File: config.mk
export PLATFORM = sky130hd
export DESIGN_NAME = zcd_top
export DESIGN_NICKNAME = d
export VERILOG_FILES = /design/src/zcd_pkg.sv /design/src/zcd_top.sv /design/src/zcd_edge.sv
export VERILOG_INCLUDE_DIRS = /design/src /design/src/src
export SDC_FILE = /design/constraint.sdc
export NUM_CORES = 1
export LEC_CHECK = 0
export BUFFER_PORTS_ARGS = -buffer_cell sky130_fd_sc_hd__buf_2
export CORE_MARGIN = 1.5
export CORE_UTILIZATION = 39
export DETAILED_ROUTE_END_ITERATION = 6
export PLACE_DENSITY = 0.86
export SLEW_MARGIN = 15
export SYNTH_ARGS = -nofsm -noshare
export SYNTH_HDL_FRONTEND = slang
export SYNTH_SLANG_ARGS = --single-unit
File: constraint.sdc
create_clock -name i_mclk -period 0.8 [get_ports i_mclk]
set_input_delay 0.2 -clock i_mclk [delete_from_list [all_inputs] [get_ports i_mclk]]
set_output_delay 0.2 -clock i_mclk [all_outputs]
set_load 0.03 [all_outputs]
File: src/zcd_cfg.svh
// Constants for the zero-cross detector control block.
// Behaviour
// - Detection and interrupts keep running in sleep.
// - Config bit clear: detector active from reset.
// - Config bit set: inactive until software enables.
// - Config bit clear: detector always enabled.
// - Module-disable bit switches off, subject to config.
// - Enable forces pin to source/sink current.
// - Enable reset value comes from configuration.
// - Level bit read-only, follows polarity.
// - Polarity bit inverts the logic output.
// - Rise enable sets flag on rising output.
// - Fall enable sets flag on falling output.
// - Bits 6, 3, 2 read zero, ignore writes.
// - Polarity and edge enables reset to zero.
// - Edge during flag clear leaves flag set.
// - Toggling polarity itself yields an edge.
`ifndef ZCD_CFG_SVH
`define ZCD_CFG_SVH
`define ZCD_ADDR_CONTROL 4'h0
`define ZCD_ADDR_STATUS  4'h4
`define ZCD_ADDR_MASK    4'h8
`define ZCD_ADDR_MODDIS  4'hC
`define ZCD_BIT_EN       7
`define ZCD_BIT_OUT      5
`define ZCD_BIT_POL      4
`define ZCD_BIT_RISE_IRQ_ENABLE     1
`define ZCD_BIT_FALL_IRQ_ENABLE     0
`define ZCD_CTRL_WMASK   8'h93
`define ZCD_IRQ_RESET    1'h0
`endif

File: src/zcd_pkg.sv
// Types shared by the zero-cross detector control block.
package zcd_pkg;
	typedef struct packed {
		logic enable;
		logic invert;
		logic rise_en;
		logic fall_en;
	} zcd_ctrl_t;
	typedef struct packed {
		logic       cyc;
		logic       stb;
		logic       we;
		logic [3:0] adr;
		logic [3:0] sel;
		logic [31:0] dat;
	} zcd_wb_req_t;
endpackage : zcd_pkg

File: src/zcd_top.sv
// Zero-cross detector control block with Wishbone register slave.
`timescale 1ns/1ps
`include "zcd_cfg.svh"
module zcd_top (
	input  wire logic        i_mclk,
	input  wire logic        i_rst_n,
	input  wire logic        i_por_detector_off,
	input  wire logic        i_sink_active,
	input  wire logic        i_wb_cyc,
	input  wire logic        i_wb_stb,
	input  wire logic        i_wb_we,
	input  wire logic [3:0]  i_wb_adr,
	input  wire logic [3:0]  i_wb_sel,
	input  wire logic [31:0] i_wb_dat,
	output logic      [31:0] o_wb_dat,
	output logic             o_wb_ack,
	output logic             o_detector_on,
	output logic             o_pin_force,
	output logic             o_irq
);
	logic rst_meta_reg;
	logic rst_sync_reg;
	logic rst_n;
	logic cfg_taken_reg;
	logic cfg_off_reg;
	zcd_pkg::zcd_ctrl_t ctrl_reg;
	zcd_pkg::zcd_wb_req_t req;
	logic module_off_reg;
	logic flag_reg;
	logic mask_reg;
	logic level;
	logic rise;
	logic fall;
	logic access;
	logic wr_ctrl;
	logic wr_stat;
	logic wr_mask;
	logic wr_moddis;
	logic active;
	logic event_hit;
	logic [7:0] ctrl_rd;

	////////////////////////////////////////////////////////////////////////////////
	// Reset release.
	always_ff @(posedge i_mclk or negedge i_rst_n) begin
		if (!i_rst_n) begin
			rst_meta_reg <= 1'b0;
			rst_sync_reg <= 1'b0;
		end else begin
			rst_meta_reg <= 1'b1;
			rst_sync_reg <= rst_meta_reg;
		end
	end
	assign rst_n = rst_sync_reg;

	assign req = '{cyc: i_wb_cyc, stb: i_wb_stb, we: i_wb_we, adr: i_wb_adr, sel: i_wb_sel, dat: i_wb_dat};

	////////////////////////////////////////////////////////////////////////////////
	// Bus decode: single-cycle access answered one cycle after the request.
	assign access    = req.cyc & req.stb & ~o_wb_ack;
	assign wr_ctrl   = access & req.we & req.sel[0] & (req.adr == `ZCD_ADDR_CONTROL);
	assign wr_stat   = access & req.we & req.sel[0] & (req.adr == `ZCD_ADDR_STATUS);
	assign wr_mask   = access & req.we & req.sel[0] & (req.adr == `ZCD_ADDR_MASK);
	assign wr_moddis = access & req.we & req.sel[0] & (req.adr == `ZCD_ADDR_MODDIS);

	////////////////////////////////////////////////////////////////////////////////
	// Configuration bit is caught once after reset release.
	always_ff @(posedge i_mclk or negedge rst_n) begin
		if (!rst_n) begin
			cfg_taken_reg <= 1'b0;
			cfg_off_reg   <= 1'b0;
		end else if (!cfg_taken_reg) begin
			cfg_taken_reg <= 1'b1;
			cfg_off_reg   <= i_por_detector_off;
		end
	end

	////////////////////////////////////////////////////////////////////////////////
	// Control register.
	always_ff @(posedge i_mclk or negedge rst_n) begin
		if (!rst_n) begin
			ctrl_reg <= '0;
		end else if (!cfg_taken_reg) begin
			ctrl_reg.enable <= ~i_por_detector_off;
		end else if (wr_ctrl) begin
			// Level and unused bits are not writable.
			ctrl_reg.enable  <= req.dat[`ZCD_BIT_EN] | ~cfg_off_reg;
			ctrl_reg.invert  <= req.dat[`ZCD_BIT_POL];
			ctrl_reg.rise_en <= req.dat[`ZCD_BIT_RISE_IRQ_ENABLE];
			ctrl_reg.fall_en <= req.dat[`ZCD_BIT_FALL_IRQ_ENABLE];
		end
	end

	always_ff @(posedge i_mclk or negedge rst_n) begin
		if (!rst_n) begin
			module_off_reg <= 1'b0;
			mask_reg       <= 1'b0;
		end else begin
			if (wr_moddis) begin
				module_off_reg <= req.dat[0];
			end
			if (wr_mask) begin
				mask_reg <= req.dat[0];
			end
		end
	end

	// Module-disable only acts when the configuration lets software turn it off.
	assign active = ctrl_reg.enable & ~(module_off_reg & cfg_off_reg);

	////////////////////////////////////////////////////////////////////////////////
	// Output path; no clock gating, so sleep does not stop it.
	zcd_edge u_edge (
		.i_mclk        (i_mclk),
		.i_rst_n       (rst_n),
		.i_sink_active (i_sink_active),
		.i_invert      (ctrl_reg.invert),
		.o_level       (level),
		.o_rise        (rise),
		.o_fall        (fall)
	);

	assign event_hit = (rise & ctrl_reg.rise_en) | (fall & ctrl_reg.fall_en);

	// Set wins over a write-one clear in the same cycle.
	always_ff @(posedge i_mclk or negedge rst_n) begin
		if (!rst_n) begin
			flag_reg <= `ZCD_IRQ_RESET;
		end else if (event_hit) begin
			flag_reg <= 1'b1;
		end else if (wr_stat & req.dat[0]) begin
			flag_reg <= 1'b0;
		end
	end

	////////////////////////////////////////////////////////////////////////////////
	// Read path and outputs.
	always_comb begin
		ctrl_rd                 = 8'h00;
		ctrl_rd[`ZCD_BIT_EN]    = ctrl_reg.enable;
		ctrl_rd[`ZCD_BIT_OUT]   = level;
		ctrl_rd[`ZCD_BIT_POL]   = ctrl_reg.invert;
		ctrl_rd[`ZCD_BIT_RISE_IRQ_ENABLE]  = ctrl_reg.rise_en;
		ctrl_rd[`ZCD_BIT_FALL_IRQ_ENABLE]  = ctrl_reg.fall_en;
	end

	always_ff @(posedge i_mclk or negedge rst_n) begin
		if (!rst_n) begin
			o_wb_ack <= 1'b0;
			o_wb_dat <= 32'h0000_0000;
		end else begin
			o_wb_ack <= access;
			if (access && !req.we) begin
				unique case (req.adr)
					`ZCD_ADDR_CONTROL: o_wb_dat <= {24'h00_0000, ctrl_rd};
					`ZCD_ADDR_STATUS:  o_wb_dat <= {31'h0000_0000, flag_reg};
					`ZCD_ADDR_MASK:    o_wb_dat <= {31'h0000_0000, mask_reg};
					`ZCD_ADDR_MODDIS:  o_wb_dat <= {31'h0000_0000, module_off_reg};
					default:           o_wb_dat <= 32'h0000_0000;
				endcase
			end
		end
	end

	always_ff @(posedge i_mclk or negedge rst_n) begin
		if (!rst_n) begin
			o_detector_on <= 1'b0;
			o_pin_force   <= 1'b0;
			o_irq         <= 1'b0;
		end else begin
			o_detector_on <= active;
			o_pin_force   <= active;
			o_irq         <= flag_reg & mask_reg;
		end
	end
endmodule : zcd_top

File: src/zcd_edge.sv
// Synchroniser, polarity and edge detector of the detector output.
`timescale 1ns/1ps
module zcd_edge (
	input  wire logic i_mclk,
	input  wire logic i_rst_n,
	input  wire logic i_sink_active,
	input  wire logic i_invert,
	output logic      o_level,
	output logic      o_rise,
	output logic      o_fall
);
	logic meta_reg;
	logic sync_reg;
	logic level_reg;
	logic level_next;

	// Two stages; only the second is looked at.
	always_ff @(posedge i_mclk or negedge i_rst_n) begin
		if (!i_rst_n) begin
			meta_reg <= 1'b0;
			sync_reg <= 1'b0;
		end else begin
			meta_reg <= i_sink_active;
			sync_reg <= meta_reg;
		end
	end

	// Output high while sinking unless inverted; a polarity change makes an edge.
	assign level_next = sync_reg ^ i_invert;

	always_ff @(posedge i_mclk or negedge i_rst_n) begin
		if (!i_rst_n) begin
			level_reg <= 1'b0;
		end else begin
			level_reg <= level_next;
		end
	end

	assign o_level = level_reg;
	assign o_rise  = level_next & ~level_reg;
	assign o_fall  = ~level_next & level_reg;
endmodule : zcd_edge

==> results of run 1 <==
==> cells by family after synthesis <==
| logic type | after synthesis | share of synthesized area |
|---|---|---|
| mux | 7 | 0.0833 |
| compound gates | 9 | 0.0507 |
| other cells | 2 | 0.00676 |
| simple gates | 27 | 0.157 |
| xor+xnor | 1 | 0.00788 |
| flops | 22 | 0.495 |
| buf+inv | 31 | 0.199 |
==> path summary, 6_finish.rpt <==
kind | start | end | slack, ns | cells past startpoint
setup / recovery | o_wb_ack | ctrl_rd[4] | -0.44 | 3
hold / removal | i_wb_dat[4] | ctrl_rd[4] | 0.14 | 2
setup reg to reg | o_wb_ack | ctrl_rd[4] | -0.44 | 3
hold reg to reg | rst_n | mask_reg | 0.20 | 1
max in group asynchronous | rst_n | o_wb_ack | 0.37 | 1
min in group asynchronous | i_rst_n | rst_n | 0.19 | 2
==> layout by cell type (no fill, tap or decap), drive strengths merged, types with 2 or more instances in the layout <==
cell         netlist  layout
buf               28      44
mux2               5       5
conb               2      29
dfrtp             22      22
and2               2       2
dlygate4sd3        0       2
nand4              3       3
nor2b              2       2
clkbuf             2       4
o21ai              6       6
nand2             11      11
==> per-stage QoR <==
step / instances / power (uW) / instance area (um^2)
detailed placement: 166 / 1770 / 1280
finish: 177 / 2440 / 1470
CTS: 175 / 2450 / 1440
global placement: 166 / 1750 / 1280
global route: 177 / 2570 / 1470
floorplan: 126 / 1700 / 1250
==> power by group <==
group | switching (uW) | leakage, uW | total (uW) | internal [uW]
combinational | 354 | 0.000453 | 592 | 239
sequential | 56.3 | 0.000279 | 1250 | 1190
clock | 326 | 0.0000210 | 604 | 277
==> per-layer routing <==
| layer | global-route usage | routed length (um) | vias to the layer above |
|---|---|---|---|
| met1 | 0.158 | 797 | 351 |
| met4 | 0.0306 | 0 | 0 |
| met3 | 0.0369 | 116 | 0 |
| met5 | 0 | 0 | - |
| li1 | - | - | 369 |
| met2 | 0.240 | 1060 | 36 |
==> cell type report <==
type	instances	area share
sequential	22	0.378
clock buffer	4	0.0247
tap	31	0.0264
inverter	1	0.00256
multi-input combinational	73	0.327
timing repair buffer	46	0.241
==> repair_timing <==
item,CTS,global route
setup buffers,3,3
setup endpoints to repair,23,24
pin swaps,3,1
hold buffers,2,0
hold endpoints to repair,3,0
resized for setup,22,5
==> reports/qor.yml, run 1 <==
finalMaxSlewViolations: 0
maxCapViolCount: 0
wl_per_cell_um: 11.1
yosysSeqAreaShare: 0.495
cp_slowest_stage_delay_ns: 0.42
synth_area_mm2: 0.00111
hold_ws_ns: 0.136
synth_top_area_cell: "dfrtp_1"
dieArea_mm2: 0.00318
core_area_mm2: 0.00273
skew_ns: 0.00224
htreeDepth: 1
cts_tree: "yes"
synth_cell_types: 27
yosysMostFrequentCell: "buf_4"
die_y_um: 56.4
period_minus_slack_ns: 1.24
cts_buffer_depth: 2
grt_max_degree: 21
path_clk_slew_ns: 0.12
wl_um: 1970
seqCellArea_um2: 554
first_pass_iters: 4
dpl_worst_slack_ns: -0.504
largest_reg_flops: 5
crit_family: "flip-flops"
n_antenna_cell: 0
fin_ws_ns: -0.437
fmax_mhz: 809
ys_top_cells_by_area: "dfrtp_1 50%, buf_4 19%, mux2_2 5.1%"
layout.nets: 194
globalplace.congestion: 0.869
finalSetupTns_ns: -7.11
drt-initial-drc-count: 7
syn_area_per_cell_um2: 11.2
peakVddDrop_mv: 0.782
cp_max_fo: 5
ys_ff_latch: 22
rsz0062_at_grt: "yes"
rows: 19
cts_root_buf: "clkbuf_4"
port_buffers: 24
utilization: 0.537
start_kind: "register"
grt_pass1_wl_um: 3340
gr-total-overflow: 0
ant_nets: 0
cts_buffers: 3
synthCells: 99
ys_warn_count: 0
leakagePower_uw: 0.000753
areaGrowthSynthToFinish_pct: 32.1
num_vias: 756
cts.sinks: 22
crit_buf_inv: 0
critical_path_class: "reg2reg"
path_cells: "and3b_2, nand4_4, mux2_2"
p_per_area_mw_per_mm2: 1660
status: "finished with violations"
synthTopCellsByCount: "28 x buf_4, 22 x dfrtp_1, 11 x nand2_1"
regMostFlops: "o_wb_dat"
clkLatencyLatePin_ns: 0.30
yosysTopAreaCellShare: 0.495
fin_crit_sh: 1.55
synth_edf_count: 0
violations: "setup timing"
grt_use_total: 0.134
drc_errors: 0
hold_viol_final: 0
start_util: 0.406
critical_path_arrival_ns: 1.43
die_w_um: 56.4
final_layout_size_suffix_gt1_frac: 0.452
multi_input_area_um2: 480
finalSetupViolCount: 22
synthFlopType: "dfrtp_1"
end_kind: "register"
nFillCells: 233
ys_async_sr_fraction: 1.00
cp_data_required_time_ns: 1.00
grt_pass1_vias: 769
worstHoldPathType: "in2reg"
worst_path_max_delay_cell: "dfrtp_2"
post_drt_via_cell_ratio: 4.27
antenna_found_initial: 0
io_pins: 83
dpl.hpwl_um: 1610
(Power assumes the default switching activity.)
==> run 2, diff against run 1 <==
--- a/config.mk
+++ b/config.mk
@@ -8,9 +8,9 @@
 export LEC_CHECK = 0
 export BUFFER_PORTS_ARGS = -buffer_cell sky130_fd_sc_hd__buf_2
 export CORE_MARGIN = 1.5
-export CORE_UTILIZATION = 39
+export CORE_UTILIZATION = 36
 export DETAILED_ROUTE_END_ITERATION = 6
-export PLACE_DENSITY = 0.86
+export PLACE_DENSITY = 0.84
 export SLEW_MARGIN = 15
 export SYNTH_ARGS = -nofsm -noshare
 export SYNTH_HDL_FRONTEND = slang
==> constraint.sdc (replaced) <==
create_clock -name i_mclk -period 1.1 [get_ports i_mclk]
set_input_delay 0.275 -clock i_mclk [delete_from_list [all_inputs] [get_ports i_mclk]]
set_output_delay 0.275 -clock i_mclk [all_outputs]
set_load 0.03 [all_outputs]
==> run 2 against run 1 <==
- the run still ends with setup timing left
- die area increased by 7.9%
- wire length decreased by 0.66%
- fmax fell by 3.1%
- combinational power down 32%
- flip-flop and latch count is the same
- final area is 3.2% lower
- critical path depth did not move
- worst setup slack better by 0.26 ns
- clock power about the same
- critical path type unchanged
- critical endpoint is now flag_reg
==> reports/qor.yml, run 2 (synthesis gave the netlist of run 1 again) <==
crit_family: "flip-flops"
worst_path_max_delay_cell: "dfrtp_2"
worstHoldPathType: "in2reg"
dpl_worst_slack_ns: -0.258
cp_slowest_stage_delay_ns: 0.43
finalSetupViolCount: 16
wl_per_cell_um: 11.4
critical_path_arrival_ns: 1.47
antenna_found_initial: 0
layout.nets: 189
drc_errors: 0
cts_buffer_depth: 2
fin_crit_sh: 1.16
period_minus_slack_ns: 1.28
cp_data_required_time_ns: 1.29
num_vias: 779
finalMaxSlewViolations: 0
areaGrowthSynthToFinish_pct: 27.9
holdPathEnd: "u_edge.meta_reg"
grt_pass1_vias: 761
p_per_area_mw_per_mm2: 1340
peakVddDrop_mv: 0.865
skew_ns: 0.000920
nFillCells: 252
port_buffers: 24
grt_use_total: 0.127
regMostFlops: "o_wb_dat"
min-delay-start: "i_sink_active"
cts_buffers: 3
drt-initial-drc-count: 8
cts_tree: "yes"
globalplace.congestion: 0.810
violations: "setup timing"
gr-total-overflow: 0
final_cell_mix: "29 x conb_1, 21 x dfrtp_1, 15 x buf_2"
reg2reg_from: "o_wb_ack"
io_pins: 83
hold_viol_final: 0
clkLatencyLatePin_ns: 0.30
ant_nets: 0
mostFrequentLayoutCell: "conb_1"
core_area_mm2: 0.00285
cts_root_buf: "clkbuf_4"
hold_depth: 1
fmax_mhz: 783
path_cells: "and3b_2, nand4_1, a221o_1"
final_area_mm2: 0.00142
end_kind: "register"
wl_um: 1960
die_w_um: 58.6
crit_buf_inv: 0
status: "finished with violations"
cts.sinks: 22
dpl.hpwl_um: 1580
htreeDepth: 1
rows: 19
die_y_um: 58.6
r2r_slack_ns: -0.18
n_antenna_cell: 0
leakagePower_uw: 0.000731
reg2regPathDepth: 3
final_layout_size_suffix_gt1_frac: 0.397
r2r-end: "flag_reg"
start_util: 0.389
rsz0062_at_grt: "yes"
largest_reg_flops: 5
cp_max_fo: 6
grt_max_degree: 15
grt_pass1_wl_um: 3350
dpl-instance-area_mm2: 0.00127
critical_path_class: "reg2reg"
finalSetupTns_ns: -1.34
dieArea_mm2: 0.00343
fin_ws_ns: -0.177
first_pass_iters: 4
post_drt_via_cell_ratio: 4.53
start_kind: "register"
maxCapViolCount: 0
path_clk_slew_ns: 0.12
[run 2: worst max-delay path by stage]
| stage | start | end | slack, ns | depth (start not counted) |
|---|---|---|---|---|
| floorplan | o_wb_ack | ctrl_rd[0] | -0.22 | 4 |
| global placement | o_wb_ack | flag_reg | -0.22 | 3 |
| detailed placement | i_wb_adr[2] | ctrl_rd[1] | -0.26 | 4 |
| CTS | o_wb_ack | flag_reg | -0.18 | 3 |
| global route | o_wb_ack | flag_reg | -0.23 | 3 |
| finish | o_wb_ack | flag_reg | -0.18 | 3 |
[run 2: stage by stage]
step | power (uW) | hold slack, ns | utilization | instances
after global placement | 1270 | 0.0598 | 0.444 | 163
after detailed placement | 1280 | 0.0643 | 0.444 | 163
after CTS | 1910 | 0.0670 | 0.489 | 170
after floorplan | 1230 | -0.0206 | - | 126
after global routing | 1990 | 0.0580 | 0.498 | 172
final | 1910 | 0.0731 | 0.498 | 172
[run 2: layer usage]
layer  track usage  wire length, um
met1         0.141              748
met2         0.249             1090
met3        0.0154              107
met4        0.0365               10
met5             0                0
[run 2: final cells by class]
| type | instances | area, um^2 | share of cell area |
|---|---|---|---|
| inverters | 1 | 3.75 | 0.00264 |
| repair buffers | 41 | 323 | 0.227 |
| clock buffers | 3 | 22.5 | 0.0158 |
| flip-flops and latches | 22 | 552 | 0.388 |
| clock inverters | 1 | 30.0 | 0.0211 |
| well taps | 31 | 38.8 | 0.0273 |
| multi-input cells | 73 | 452 | 0.318 |
[run 2: what timing repair did]
action	CTS	global route
hold endpoints to repair	2	0
setup endpoints to repair	17	19
buffers inserted	2	2
hold buffers	1	0
gates resized for setup	17	5
pin swaps	3	1
[run 2: power by group]
part           switching (uW)  total (uW)  internal [uW]
Sequential               40.5         905            864
Combinational             246         403            157
Clock                     235         603            368
==> run 3, diff against run 2 <==
--- a/config.mk
+++ b/config.mk
@@ -7,9 +7,11 @@
 export NUM_CORES = 1
 export LEC_CHECK = 0
 export BUFFER_PORTS_ARGS = -buffer_cell sky130_fd_sc_hd__buf_2
+export CAP_MARGIN = 20
 export CORE_MARGIN = 1.5
 export CORE_UTILIZATION = 36
 export DETAILED_ROUTE_END_ITERATION = 6
+export GPL_TIMING_DRIVEN = 0
 export PLACE_DENSITY = 0.84
 export SLEW_MARGIN = 15
 export SYNTH_ARGS = -nofsm -noshare
==> run 3 against run 2 <==
- the flow still finishes with violations (setup timing)
- core utilization grew 6.1 points
- first-iteration DRC count shrank 13%
- largest cell class unchanged
- critical endpoint unchanged
- fmax shrank 3.3%
- final cell count grew 13%
==> reports/qor.yml, run 3 (synthesis gave the netlist of run 1 again) <==
fmax_mhz: 757
rsz0062_at_grt: "yes"
fin_ws_ns: -0.221
start_util: 0.389
cts_buffers: 3
htreeDepth: 1
die_y_um: 58.6
fin_crit_sh: 1.20
maxCapViolCount: 0
seqCellArea_um2: 552
p_total_uw: 1790
cp_max_fo: 6
nFillCells: 251
relSlewSlack: 0.490
reg2regPathDepth: 4
period_minus_slack_ns: 1.32
clkLatencyLatePin_ns: 0.30
drt-initial-drc-count: 7
wl_per_cell_um: 9.99
r2r_slack_ns: -0.22
grt_max_degree: 21
antenna_found_initial: 0
finalSetupViolCount: 21
worstHoldPathType: "in2reg"
post_drt_via_cell_ratio: 4.12
start_kind: "register"
end_kind: "register"
grt_pass1_vias: 694
globalplace.congestion: 0.759
wl_um: 1940
regMostFlops: "o_wb_dat"
core_area_mm2: 0.00285
multi_input_area_um2: 472
final_layout_size_suffix_gt1_frac: 0.485
mostFrequentLayoutCell: "buf_4"
first_pass_iters: 4
largest_reg_flops: 5
hold_ws_ns: 0.0626
layout.nets: 211
die_w_um: 58.6
cp_data_required_time_ns: 1.30
final_cell_mix: "34 x buf_4, 29 x conb_1, 21 x dfrtp_1"
gr-total-overflow: 0
cts_tree: "yes"
critical_path_class: "reg2reg"
leakagePower_uw: 0.000850
hold_depth: 1
skew_ns: 0.00982
path_clk_slew_ns: 0.12
critical_path_arrival_ns: 1.53
grt_pass1_wl_um: 2990
num_vias: 799
rows: 19
finalMaxSlewViolations: 0
drc_errors: 0
areaGrowthSynthToFinish_pct: 43.6
hold_viol_final: 0
p_per_area_mw_per_mm2: 1120
cts.sinks: 22
grt_use_total: 0.117
cts_root_buf: "clkbuf_4"
n_antenna_cell: 0
peakVddDrop_mv: 0.882
tightest_slew_ns: 0.765
ant_nets: 0
io_pins: 83
status: "finished with violations"
cts_buffer_depth: 2
dpl_worst_slack_ns: -0.388
dieArea_mm2: 0.00343
port_buffers: 24
violations: "setup timing"
## run 3: changes by cell type in the layout (fill, tap and decap cells not counted), moves of 2 or more
cell / previous run / this run
clkbuf_8: 0 / 2
o21ai_1: 1 / 4
o21ai_0: 5 / 2
buf_4: 14 / 34
## run 3: repair_timing
action | 4_1_cts | 5_1_grt
endpoints found under the hold margin | 2 | 0
hold buffers | 1 | 0
cloned | 0 | 1
pin swaps | 2 | 1
gates resized for setup | 23 | 5
setup endpoints to repair | 17 | 21
setup buffers | 6 | 1
## run 3: routing by layer
metal | vias up | part of all wire | track usage
met5 | - | 0 | 0
met4 | 0 | 0.011 | 0.0498
met3 | 3 | 0.074 | 0.0220
met2 | 39 | 0.54 | 0.222
met1 | 354 | 0.37 | 0.125
li1 | 403 | - | -
## run 3: power breakdown
part / switching [uW] / leakage [uW] / internal (uW)
Clock: 227 / 0.0000210 / 202
Sequential: 50.3 / 0.000281 / 864
Combinational: 243 / 0.000548 / 203
## run 3: critical path, cell delays in order, from the launching register on
cell and delay (ns):
dfrtp_2 0.42, and3b_1 0.23, clkbuf_8 0.16, nand4_1 0.10, a221o_1 0.32
## run 3: path summary, 6_finish.rpt
check / start / to
setup / recovery: o_wb_ack / flag_reg
hold / removal: i_sink_active / u_edge.meta_reg
setup reg to reg: o_wb_ack / flag_reg
hold reg to reg: rst_n / ctrl_rd[0]
max in group asynchronous: rst_n / o_wb_ack
min in group asynchronous: i_rst_n / rst_n
## run 3: through the flow
step	util	cells	setup TNS [ns]	area [um^2]
finish	0.559	194	-2.01	1600
global route	0.559	194	-3.01	1600
CTS	0.545	192	-1.76	1550
detailed placement	0.492	181	-2.60	1400
global placement	0.492	181	-2.46	1400
floorplan	-	126	-1.40	1240
## run 3: cell type report
cell class / instances / share of cell area
inverters: 1 / 0.00235
flip-flops and latches: 22 / 0.346
repair buffers: 33 / 0.157
clock buffers: 4 / 0.0227
plain buffers: 30 / 0.152
multi-input cells: 73 / 0.296
well taps: 31 / 0.0243
